[config.mk]
export PLATFORM = sky130hd
export DESIGN_NAME = pss_seq
export DESIGN_NICKNAME = d
export VERILOG_FILES = /design/src/logic/pss_pkg.sv /design/src/logic/pss_seq.sv
export VERILOG_INCLUDE_DIRS = /design/src /design/src/logic
export SDC_FILE = /design/constraint.sdc
export NUM_CORES = 1
export LEC_CHECK = 0
export BUFFER_PORTS_ARGS = -buffer_cell sky130_fd_sc_hd__buf_2
export CORE_MARGIN = 3
export CORE_UTILIZATION = 31
export CTS_CLUSTER_SIZE = 40
export DETAILED_ROUTE_END_ITERATION = 10
export GPL_ROUTABILITY_DRIVEN = 0
export PLACE_DENSITY = 0.53
export SYNTH_ARGS = -nofsm -noshare
export SYNTH_HDL_FRONTEND = slang
export SYNTH_SLANG_ARGS = --single-unit
[constraint.sdc]
create_clock -name clock -period 4.65 [get_ports clock]
set_input_delay 0.465 -clock clock [delete_from_list [all_inputs] [get_ports clock]]
set_output_delay 0.465 -clock clock [all_outputs]
set_load 0.005 [all_outputs]
[src/logic/pss_consts.svh]
/*
  Named offsets, field positions, reset values and timing figures of the sequencer.
  Assumes it is included by its bare name from the design file.
*/
`ifndef PSS_CONSTS_SVH
`define PSS_CONSTS_SVH

`define PSS_CMD_UV_ACT      8'h5A
`define PSS_CMD_PG_THR      8'h5E
`define PSS_CMD_ON_DLY      8'h60
`define PSS_CMD_ON_RISE     8'h61
`define PSS_CMD_OFF_DLY     8'h64
`define PSS_CMD_OFF_FALL    8'h65
`define PSS_CMD_STATUS      8'h78

`define PSS_RST_UV_ACT      8'h80
`define PSS_RST_PG_THR      16'h0100
`define PSS_RST_ON_DLY      16'h000A
`define PSS_RST_ON_RISE     16'h0005
`define PSS_RST_OFF_DLY     16'h0005
`define PSS_RST_OFF_FALL    16'h0005

`define PSS_UV_MODE         7:6
`define PSS_UV_RETRY        5:3
`define PSS_UV_RTIME        2:0
`define PSS_MODE_RETRY      2'h2
`define PSS_RETRY_NONE      3'h0
`define PSS_RETRY_FOREVER   3'h7
`define PSS_STAT_OFF        6
`define PSS_STAT_UV         3

`define PSS_LIN_EXP         15:11
`define PSS_LIN_MANT        10:0
`define PSS_LIN_SIGN        10

`define PSS_CLK_NS          32'h00000004
`define PSS_MS_NS           32'h000F4240
`define PSS_RETRY_STEP_MS   9'h023
`define PSS_ON_DLY_MIN_MS   9'h003
`define PSS_ON_DLY_MAX_MS   9'h0FA
`define PSS_OFF_DLY_MIN_MS  9'h004
`define PSS_OFF_DLY_MAX_MS  9'h0FA
`define PSS_RAMP_MIN_MS     9'h000
`define PSS_RAMP_MAX_MS     9'h064

`endif

[src/logic/pss_pkg.sv]
/*
  Types of the power sequencer: one-hot state codes and the packed state record.
  Does not include the constants header.
*/
`default_nettype none
package pss_pkg;
  typedef enum logic [7:0] {
    st_off     = 8'h01,
    st_on_dly  = 8'h02,
    st_rise    = 8'h04,
    st_on      = 8'h08,
    st_off_dly = 8'h10,
    st_fall    = 8'h20,
    st_rty     = 8'h40,
    st_hold    = 8'h80
  } pss_state_t;

  typedef struct packed {
    pss_state_t  st;
    logic [17:0] ms_cnt;
    logic [8:0]  tmr;
    logic [2:0]  tries;
    logic [7:0]  uv_act;
    logic [15:0] pg_thr;
    logic [15:0] on_dly;
    logic [15:0] on_rise;
    logic [15:0] off_dly;
    logic [15:0] off_fall;
    logic        uv_q;
    logic        uv_stat;
    logic [15:0] rd_data;
    logic        rd_valid;
    logic        pgood;
    logic        alert_n;
    logic        out_on;
    logic        ramp_up;
    logic        ramp_down;
  } pss_regs_t;
endpackage
`default_nettype wire

[src/logic/pss_seq.sv]
/*
  On/off sequencer with input under-voltage fault response and power-good flag.
  Assumes a command decoder outside that turns bus transactions into single-cycle
  read and write strobes, and that all inputs are synchronous to clock.
*/
// Contract
// - Response code 10 turns the output off at once, then retries.
// - Any under-voltage fault drives alert low and sets the fault status bit.
// - Retry field sets how many restarts follow an under-voltage shutdown.
// - Retry zero: no restart, output stays off until the fault clears.
// - Retry seven: restart forever until disabled, reset or other fault.
// - Wait between restarts is (retry time plus one) times 35 ms.
// - Power good rises once output voltage reaches the threshold word.
// - Enable waits the turn-on delay, 3 to 250 ms, before rising.
// - Turn-on delay range holds for bus or pin enable in sharing groups.
// - After the delay the output ramps up over rise time, 0 to 100 ms.
// - Disable waits the turn-off delay, 4 to 250 ms, before falling.
// - Zero turn-off delay means immediate off, skipping any soft ramp.
// - After off delay the output ramps down over fall time, 0 to 100 ms.
// - The fault-response setting is read and written as one byte.
`default_nettype none
`include "pss_consts.svh"

module pss_seq
  import pss_pkg::*;
#(
  parameter int CYC_PER_MS = `PSS_MS_NS / `PSS_CLK_NS
) (
  input  wire logic        clock,
  input  wire logic        sys_rst,
  input  wire logic        enable_req,
  input  wire logic        uv_fault,
  input  wire logic        other_fault,
  input  wire logic        clear_faults,
  input  wire logic [15:0] vout_meas,
  input  wire logic [7:0]  cmd_code,
  input  wire logic        wr_en,
  input  wire logic [15:0] wr_data,
  input  wire logic        rd_en,
  output logic      [15:0] rd_data,
  output logic             rd_valid,
  output logic             power_good_signal,
  output logic             alert_line_n,
  output logic             output_on,
  output logic             ramp_up,
  output logic             ramp_down
);

  // Linear word to whole milliseconds; negative values fall to the lower limit.
  function automatic logic [8:0] lin_ms(input logic [15:0] w, input logic [8:0] lo,
                                        input logic [8:0] hi);
    logic [4:0]  e;
    logic [31:0] v;
    e = w[`PSS_LIN_EXP];
    if (w[`PSS_LIN_SIGN])
      v = 32'h0;
    else if (e[4])
      v = {21'h0, w[`PSS_LIN_MANT]} >> (~e + 5'h1);
    else
      v = {21'h0, w[`PSS_LIN_MANT]} << e[3:0];
    if (v < {23'h0, lo})
      lin_ms = lo;
    else if (v > {23'h0, hi})
      lin_ms = hi;
    else
      lin_ms = v[8:0];
  endfunction

  pss_regs_t r_ff;
  pss_regs_t nxt_r;

  logic       tick;
  logic       done;
  logic       active;
  logic       uv_hit;
  logic [8:0] on_dly_ms;
  logic [8:0] rise_ms;
  logic [8:0] off_dly_ms;
  logic [8:0] fall_ms;
  logic [8:0] rty_ms;
  logic [2:0] retry_set;

  always_comb begin
    nxt_r = r_ff;
    nxt_r.rd_valid = 1'b0;
    tick = (r_ff.ms_cnt == 18'(CYC_PER_MS - 1));
    nxt_r.ms_cnt = tick ? 18'h0 : r_ff.ms_cnt + 18'h1;
    if (tick && r_ff.tmr != 9'h0)
      nxt_r.tmr = r_ff.tmr - 9'h1;
    done = (r_ff.tmr == 9'h0);

    // The same delay range applies whatever source raised enable_req.
    on_dly_ms = lin_ms(r_ff.on_dly, `PSS_ON_DLY_MIN_MS, `PSS_ON_DLY_MAX_MS);
    rise_ms = lin_ms(r_ff.on_rise, `PSS_RAMP_MIN_MS, `PSS_RAMP_MAX_MS);
    off_dly_ms = lin_ms(r_ff.off_dly, `PSS_RAMP_MIN_MS, `PSS_OFF_DLY_MAX_MS);
    if (off_dly_ms != 9'h0)
      off_dly_ms = lin_ms(r_ff.off_dly, `PSS_OFF_DLY_MIN_MS, `PSS_OFF_DLY_MAX_MS);
    fall_ms = lin_ms(r_ff.off_fall, `PSS_RAMP_MIN_MS, `PSS_RAMP_MAX_MS);
    rty_ms = (9'({6'h0, r_ff.uv_act[`PSS_UV_RTIME]}) + 9'h1) * `PSS_RETRY_STEP_MS;
    retry_set = r_ff.uv_act[`PSS_UV_RETRY];

    if (wr_en) begin
      unique case (cmd_code)
        `PSS_CMD_UV_ACT:   nxt_r.uv_act = wr_data[7:0];
        `PSS_CMD_PG_THR:   nxt_r.pg_thr = wr_data;
        `PSS_CMD_ON_DLY:   nxt_r.on_dly = wr_data;
        `PSS_CMD_ON_RISE:  nxt_r.on_rise = wr_data;
        `PSS_CMD_OFF_DLY:  nxt_r.off_dly = wr_data;
        `PSS_CMD_OFF_FALL: nxt_r.off_fall = wr_data;
        default: ;
      endcase
    end
    if (rd_en) begin
      nxt_r.rd_valid = 1'b1;
      nxt_r.rd_data = 16'h0;
      unique case (cmd_code)
        `PSS_CMD_UV_ACT:   nxt_r.rd_data = {8'h0, r_ff.uv_act};
        `PSS_CMD_PG_THR:   nxt_r.rd_data = r_ff.pg_thr;
        `PSS_CMD_ON_DLY:   nxt_r.rd_data = r_ff.on_dly;
        `PSS_CMD_ON_RISE:  nxt_r.rd_data = r_ff.on_rise;
        `PSS_CMD_OFF_DLY:  nxt_r.rd_data = r_ff.off_dly;
        `PSS_CMD_OFF_FALL: nxt_r.rd_data = r_ff.off_fall;
        `PSS_CMD_STATUS: begin
          nxt_r.rd_data[`PSS_STAT_OFF] = (r_ff.st == st_off);
          nxt_r.rd_data[`PSS_STAT_UV] = r_ff.uv_stat;
        end
        default: ;
      endcase
    end

    // A fault present in the clear cycle keeps the bit set.
    nxt_r.uv_q = uv_fault;
    if (clear_faults)
      nxt_r.uv_stat = 1'b0;
    if (uv_fault)
      nxt_r.uv_stat = 1'b1;
    nxt_r.alert_n = ~nxt_r.uv_stat;

    active = (r_ff.st == st_rise) || (r_ff.st == st_on) ||
             (r_ff.st == st_off_dly) || (r_ff.st == st_fall);
    uv_hit = uv_fault && !r_ff.uv_q && (r_ff.uv_act[`PSS_UV_MODE] == `PSS_MODE_RETRY) &&
             (active || r_ff.st == st_on_dly);

    unique case (r_ff.st)
      st_off: begin
        if (enable_req) begin
          nxt_r.st = st_on_dly;
          nxt_r.tmr = on_dly_ms;
          nxt_r.ms_cnt = 18'h0;
          nxt_r.tries = 3'h0;
        end
      end
      st_on_dly: begin
        if (!enable_req)
          nxt_r.st = st_off;
        else if (done) begin
          nxt_r.st = st_rise;
          nxt_r.tmr = rise_ms;
          nxt_r.ms_cnt = 18'h0;
        end
      end
      st_rise, st_on: begin
        if (!enable_req) begin
          if (off_dly_ms == 9'h0)
            nxt_r.st = st_off;
          else begin
            nxt_r.st = st_off_dly;
            nxt_r.tmr = off_dly_ms;
            nxt_r.ms_cnt = 18'h0;
          end
        end else if (r_ff.st == st_rise && done)
          nxt_r.st = st_on;
      end
      st_off_dly: begin
        if (enable_req)
          nxt_r.st = st_on;
        else if (done) begin
          nxt_r.st = st_fall;
          nxt_r.tmr = fall_ms;
          nxt_r.ms_cnt = 18'h0;
        end
      end
      st_fall: begin
        if (done)
          nxt_r.st = st_off;
      end
      st_rty: begin
        if (!enable_req)
          nxt_r.st = st_off;
        else if (done) begin
          nxt_r.st = st_on_dly;
          nxt_r.tmr = on_dly_ms;
          nxt_r.ms_cnt = 18'h0;
        end
      end
      st_hold: begin
        if (!r_ff.uv_stat && !other_fault)
          nxt_r.st = st_off;
      end
    endcase

    // A setting lowered below the count already used must still stop the restarts.
    if (uv_hit) begin
      if (retry_set == `PSS_RETRY_NONE ||
          (retry_set != `PSS_RETRY_FOREVER && r_ff.tries >= retry_set))
        nxt_r.st = st_hold;
      else begin
        nxt_r.st = st_rty;
        nxt_r.tmr = rty_ms;
        nxt_r.ms_cnt = 18'h0;
        if (retry_set != `PSS_RETRY_FOREVER)
          nxt_r.tries = r_ff.tries + 3'h1;
      end
    end
    if (other_fault && r_ff.st != st_off)
      nxt_r.st = st_hold;

    nxt_r.out_on = (nxt_r.st == st_rise) || (nxt_r.st == st_on) ||
                   (nxt_r.st == st_off_dly) || (nxt_r.st == st_fall);
    nxt_r.ramp_up = (nxt_r.st == st_rise);
    nxt_r.ramp_down = (nxt_r.st == st_fall);
    // Power good drops as soon as the fall starts, even while vout is still high.
    nxt_r.pgood = ((nxt_r.st == st_rise) || (nxt_r.st == st_on) ||
                   (nxt_r.st == st_off_dly)) && (vout_meas >= r_ff.pg_thr);
  end

  always_ff @(posedge clock) begin
    if (sys_rst) begin
      r_ff <= '0;
      r_ff.st <= st_off;
      r_ff.uv_act <= `PSS_RST_UV_ACT;
      r_ff.pg_thr <= `PSS_RST_PG_THR;
      r_ff.on_dly <= `PSS_RST_ON_DLY;
      r_ff.on_rise <= `PSS_RST_ON_RISE;
      r_ff.off_dly <= `PSS_RST_OFF_DLY;
      r_ff.off_fall <= `PSS_RST_OFF_FALL;
      r_ff.alert_n <= 1'b1;
    end else begin
      r_ff <= nxt_r;
    end
  end

  assign rd_data           = r_ff.rd_data;
  assign rd_valid          = r_ff.rd_valid;
  assign power_good_signal = r_ff.pgood;
  assign alert_line_n      = r_ff.alert_n;
  assign output_on         = r_ff.out_on;
  assign ramp_up           = r_ff.ramp_up;
  assign ramp_down         = r_ff.ramp_down;
endmodule
`default_nettype wire

==> impl_metrics.yaml, run 1 <==
outcome:
  status: "finished, final reports clean"
grt:
  grt_max_degree: 92
  grt_pass1_wl_um: 69100
  track_usage_pct: 19.8
  antenna_found_initial: 1
  grt_pass1_vias: 11774
  grt.overflow.total: 0
clock_network:
  clockBufferDepth: 2
  cts_tree: "built"
  cts-root-buf: "clkbuf_16"
  cts.sinks: 150
  ctsHtreeMaxLevel: 4
  cts_resized: 0
  ctsHoldBuffers: 0
  clk_pin_slew_ps: 70
  postCtsSetupBuffers: 0
  numCtsBuffers: 17
  clock_latency_ps: 460
logic_synthesis:
  synth_nets: 1754
  synthSimpleGateAreaFrac_pct: 24.7
  synth_top_family_by_area: "simple AND/OR/NAND/NOR gates"
  ys_ff_latch: 150
  ys_types: 102
  yosysSeqAreaShare_pct: 23.5
  yosys-mux-area-fraction_pct: 14.8
  synth_edf_count: 0
  postSynthCellCount: 1670
  synth_warnings: 0
  synth_xor_area_share_pct: 2.94
  synth_compound_area_share_pct: 23.3
  async_reset_ff_share_pct: 0
  syn_avg_cell_area_um2: 7.65
  synthAdderAreaFrac_pct: 3.53
  synth-main-ff-cell: "dfxtp_1"
  synth_area_mm2: 0.0128
drt:
  routed_wl_um: 44500
  vias: 12665
  antenna_left: 0
  wl_per_cell_um: 20.6
  drt-initial-drc-count: 1195
  drc_errors: 0
  viasPerCell: 5.87
  first_pass_iters: 5
sta:
  setup_violations: 0
  fmax_mhz: 255
  slew_headroom_pct: 18.5
  period_minus_slack_ps: 3920
  setup_tns_ps: 0
  final_hold_viol_count: 0
  finalCritPeriodShare_pct: 84.3
  rsz0062_at_grt: "false"
  tightest_slew_ps: 1220
  report.final.slew_viol_count: 0
  finClkSkew_ps: 15.2
  holdWs_ps: 262
worst_setup_path:
  crit_path_end: "power_good_signal"
  required_ps: 4950
  start_kind: "flip-flop"
  criticalPathCategory: "reg -> reg"
  r2r-end: "power_good_signal"
  r2r_start: "r_ff[51]"
  reg2reg_slack_ps: 730
  arrival_ps: 4220
  cp_max_fo: 15
  crit_path_start: "r_ff[51]"
  cp-end-kind: "flip-flop"
  reg2regPathDepth: 11
placement:
  post-dp-hpwl_um: 32600
  place_inst: 2125
  postPlaceCellArea_mm2: 0.0132
  io_buffers: 69
run:
  drv_cap: 0
cells_and_area:
  diodes: 0
  final_cells: 2156
  finalInstanceArea_mm2: 0.0138
  syn_to_final_growth_pct: 7.92
  drive_above_1_share_pct: 13.6
  final.fill_count: 4289
  ff_latch_area_mm2: 0.00300
  finalNetCount: 1703
  multi_input_area_mm2: 0.00886
floorplan:
  start_util_pct: 31.8
  dieArea_mm2: 0.0437
  fp-row-count: 73
  die_x_um: 209
  io_pins: 70
  core_mm2: 0.0402
  chipHeight_um: 209
power:
  leakagePower_nw: 4.80
  power_per_cell_area_mw_per_mm2: 234
  irDropWorstVdd_mv: 0.189
min_path:
  hold_class: "in -> reg"
area by class of cell:
type | instances | share of cell area (%)
repair buffers | 85 | 3.40
clock buffers | 20 | 3.31
well taps | 525 | 4.77
inverters | 58 | 1.58
clock inverters | 11 | 0.835
multi-input cells | 1307 | 64.3
flip-flops and latches | 150 | 21.8
routing by layer:
metal  vias to the layer above  part of all wire (%)  routed length, µm  global-route usage [%]
met5                         -                     0                  0                       0
met3                        82                   6.8               3030                    3.32
met2                       508                    44              19700                    30.2
met4                         0                   3.3               1480                    7.32
met1                      6091                    46              20300                    28.1
li1                       5984                     -                  -                       -
kinds of logic after synthesis:
group | count (synthesis)
xor+xnor | 42
simple gates | 645
buf+inv | 213
compound gates | 445
fa+ha+maj | 36
flops | 150
mux | 139
worst max-delay path, stage by stage (launching register included):
cell       delay, ps
dfxtp_1          340
inv_2            110
ha_1             660
mux2_1           400
mux4_2           470
a32oi_2          370
nand4_1          210
nor4_4           420
a21o_1           220
a31oi_1          150
o21ai_0          300
a2111oi_2        110
cell usage in the layout (no fill, tap or decap), types with 16 or more instances in the layout:
| cell type | n |
|---|---|
| a22oi_1 | 19 |
| inv_1 | 52 |
| ha_1 | 36 |
| o21ai_0 | 73 |
| a31oi_1 | 16 |
| mux4_2 | 35 |
| clkbuf_16 | 17 |
| a21o_1 | 22 |
| or3_1 | 17 |
| mux2_2 | 22 |
| nand3_1 | 52 |
| mux2i_1 | 77 |
| nor2_1 | 114 |
| nor3_1 | 31 |
| nand2_1 | 261 |
| xor2_1 | 21 |
| a21oi_1 | 150 |
| nor2b_1 | 21 |
| dfxtp_1 | 150 |
| and3_1 | 19 |
| nand2b_1 | 24 |
| buf_2 | 68 |
| xnor2_1 | 20 |
| a211oi_1 | 19 |
| buf_4 | 17 |
sequential cells by signal, indices dropped and copies added (netlist names):
| signal | flops |
|---|---|
| rd_valid | 1 |
| output_on | 1 |
| power_good_signal | 1 |
| ramp_down | 1 |
| alert_line_n | 1 |
| ramp_up | 1 |
| r_ff | 128 |
| rd_data | 16 |
worst min-delay path by stage:
stage / startpoint / end / cells after the start / slack [ps]
2_1_floorplan: r_ff[124] / r_ff[124] / 1 / 410
3_3_place_gp: r_ff[124] / r_ff[124] / 1 / 430
3_5_place_dp: r_ff[124] / r_ff[124] / 1 / 440
4_1_cts: uv_fault / alert_line_n / 2 / 240
5_1_grt: uv_fault / alert_line_n / 2 / 280
6_report: uv_fault / alert_line_n / 2 / 260
power by group:
group / total, mW / internal [mW] / leakage, nW / switching [mW]
Combinational: 0.477 / 0.161 / 3.30 / 0.316
Clock: 1.41 / 0.773 / 0.279 / 0.637
Sequential: 1.34 / 1.31 / 1.21 / 0.0287
cells in the mapped netlist, types with 6 or more instances:
library cell | instances | share of area (%)
mux4_2 | 35 | 6.2
nor4_1 | 7 | 0.34
nor2b_1 | 21 | 1.0
a311oi_1 | 6 | 0.41
a21o_1 | 22 | 1.3
ha_1 | 36 | 3.5
buf_2 | 21 | 0.82
a22oi_1 | 19 | 1.1
o21ai_0 | 73 | 2.9
mux2_2 | 22 | 1.9
or2_2 | 9 | 0.44
nor3_1 | 31 | 1.2
nand2b_1 | 24 | 1.2
inv_1 | 52 | 1.5
o21bai_1 | 6 | 0.35
nor2_1 | 114 | 3.4
o22ai_1 | 13 | 0.64
and3_1 | 19 | 0.93
o32ai_1 | 10 | 0.69
mux2i_1 | 77 | 6.0
o31ai_1 | 6 | 0.35
a31oi_1 | 16 | 0.78
a22o_1 | 6 | 0.41
buf_4 | 18 | 1.1
clkbuf_1 | 100 | 2.9
xor2_1 | 21 | 1.4
nor3b_1 | 10 | 0.59
a21oi_1 | 150 | 5.9
o221ai_1 | 10 | 0.69
a211oi_1 | 20 | 1.2
nand3_1 | 52 | 2.0
buf_1 | 10 | 0.29
nand2_1 | 261 | 7.7
nand4_1 | 14 | 0.69
and2_1 | 13 | 0.64
o211ai_1 | 11 | 0.65
dfxtp_1 | 150 | 24
o21a_1 | 8 | 0.47
nand3b_1 | 15 | 0.88
a221oi_1 | 7 | 0.48
xnor2_1 | 20 | 1.4
or3_1 | 17 | 0.83
stage by stage:
stage | total power, mW | utilization [%] | setup slack [ps]
6_report | 3.22 | 34.3 | 729
5_1_grt | 3.34 | 34.3 | 437
3_3_place_gp | 1.83 | 32.9 | 838
3_5_place_dp | 1.83 | 32.9 | 765
4_1_cts | 3.24 | 34.3 | 739
2_1_floorplan | 1.67 | - | 1020
Note: power is estimated with default switching activity, not from simulation.
==> run 2: changes to the inputs <==
Clock period 4.65 ns to 4 ns, I/O delays scaled along.
==> run 2 against run 1 <==
  * Combinational power rose by 16%
  * Via count hardly changed
  * Die area is the same
  * Sequential share of layout area down 0.14 points
  * Clock power grew 11%
  * Largest cell class unchanged
==> impl_metrics.yaml, run 2 (same netlist as run 1, synthesis figures left out) <==
grt:
  grt_use_met3_pct: 3.81
  grt_pass1_wl_um: 69800
  track_usage_pct: 20.1
  grt_pass1_vias: 11886
  grt_max_degree: 68
  antenna_found_initial: 0
  met2_usage_pct: 30.2
  grt.met1_usage_pct: 28.6
  globalRoute.busiestLayer: "met2"
  grt.overflow.total: 0
clock_network:
  ctsHoldBuffers: 0
  cts.sinks: 150
  clk_pin_slew_ps: 60
  clockBufferDepth: 2
  ctsHtreeMaxLevel: 4
  clock_latency_ps: 460
  numCtsBuffers: 17
  cts_resized: 0
  cts-root-buf: "clkbuf_16"
  cts_tree: "built"
  postCtsSetupBuffers: 0
drt:
  drt-initial-drc-count: 1484
  viasPerCell: 5.83
  drc_errors: 0
  first_pass_iters: 6
  wl_per_cell_um: 20.8
  vias: 12655
  antenna_left: 0
  routed_wl_um: 45100
power:
  power_per_cell_area_mw_per_mm2: 265
  irDropWorstVdd_mv: 0.266
  p_clk_share_pct: 42.7
  power_switching_mw: 1.14
  intPower_mw: 2.54
  p_sw_share_pct: 30.9
  pwr-share-comb_pct: 15.1
  leakagePower_nw: 4.85
  seqPwrFrac_pct: 42.3
  p_total_mw: 3.68
worst_setup_path:
  required_ps: 4370
  start_kind: "flip-flop"
  cpMaxStageDelayCell: "ha_2"
  crit_chain: "inv_1, ha_2, mux2_1, mux4_2, a22oi_1, nand4_1, nor4_4, a21oi_2, nor3_1, o21ai_1, a221oi_2"
  criticalPathCategory: "reg -> reg"
  arrival_ps: 3990
  cp-end-kind: "flip-flop"
  crit_buf_inv: 1
  cp_max_fo: 15
  cpLargestDelayFamily: "simple AND/OR/NAND/NOR gates"
  slowest_delay_ps: 550
placement:
  io_buffers: 69
  postPlaceCellArea_mm2: 0.0133
  post-dp-hpwl_um: 33100
  place_inst: 2140
sta:
  fmax_mhz: 276
  report.final.slew_viol_count: 0
  rsz0062_at_grt: "false"
  slew_headroom_pct: 46.2
  final_hold_viol_count: 0
  setup_violations: 0
  finClkSkew_ps: 14.6
  setup_tns_ps: 0
  tightest_slew_ps: 805
  finalCritPeriodShare_pct: 90.5
  period_minus_slack_ps: 3620
min_path:
  hold_class: "in -> reg"
cells_and_area:
  largest_reg_flops: 128
  top_register: "r_ff"
  layout_common_cells: "nand2_1 (261), a21oi_1 (150), dfxtp_1 (150)"
  diodes: 0
  final_common_cell: "nand2_1"
  finalInstanceArea_mm2: 0.0139
  syn_to_final_growth_pct: 8.60
  drive_above_1_share_pct: 14.4
  final_cells: 2170
  finalNetCount: 1718
outcome:
  status: "finished, final reports clean"
floorplan:
  die_x_um: 209
  dieArea_mm2: 0.0437
  start_util_pct: 31.8
  io_pins: 70
  fp-row-count: 73
  chipHeight_um: 209
  core_mm2: 0.0402
run:
  drv_cap: 0
==> run 2: cell type report <==
cell class / instances / area, µm²
multi-input cells: 1307 / 8860
clock buffers: 20 / 457
repair buffers: 100 / 581
flip-flops and latches: 150 / 3000
well taps: 525 / 657
fillers: 4219 / 26300
inverters: 58 / 218
clock inverters: 10 / 87.6
==> run 2: worst paths after layout <==
path / start / endpoint / slack [ps] / cells after the start
worst min-delay path: uv_fault / alert_line_n / 190 / 2
worst min register to register: r_ff[124] / r_ff[124] / 440 / 1
worst max register to register: r_ff[52] / r_ff[115] / 380 / 11
worst max-delay path: r_ff[52] / r_ff[115] / 380 / 11
==> run 2: metal layers <==
metal  up-vias  part of all wire [%]
li1       5986                     -
met1      6072                    46
met3        80                   7.1
met5         -                     0
met4         0                   3.0
met2       517                    44
==> run 2: through the flow <==
| stage | worst slack (ps) | util, % | hold WS [ps] |
|---|---|---|---|
| floorplan | 372 | - | 412 |
| global placement | 381 | 33.1 | 425 |
| detailed placement | 307 | 33.1 | 433 |
| CTS | 287 | 34.5 | 171 |
| global route | 52.0 | 34.5 | 196 |
| finish | 379 | 34.5 | 194 |
==> run 2: power groups by stage <==
| stage | sequential (mW) | combinational, mW | clock [mW] |
|---|---|---|---|
| final | 1.55 | 0.554 | 1.57 |
| after global routing | 1.56 | 0.600 | 1.67 |
| after CTS | 1.55 | 0.543 | 1.61 |
| after detailed placement | 1.59 | 0.540 | 0 |
| after global placement | 1.59 | 0.541 | 0 |
| after floorplan | 1.57 | 0.370 | 0 |
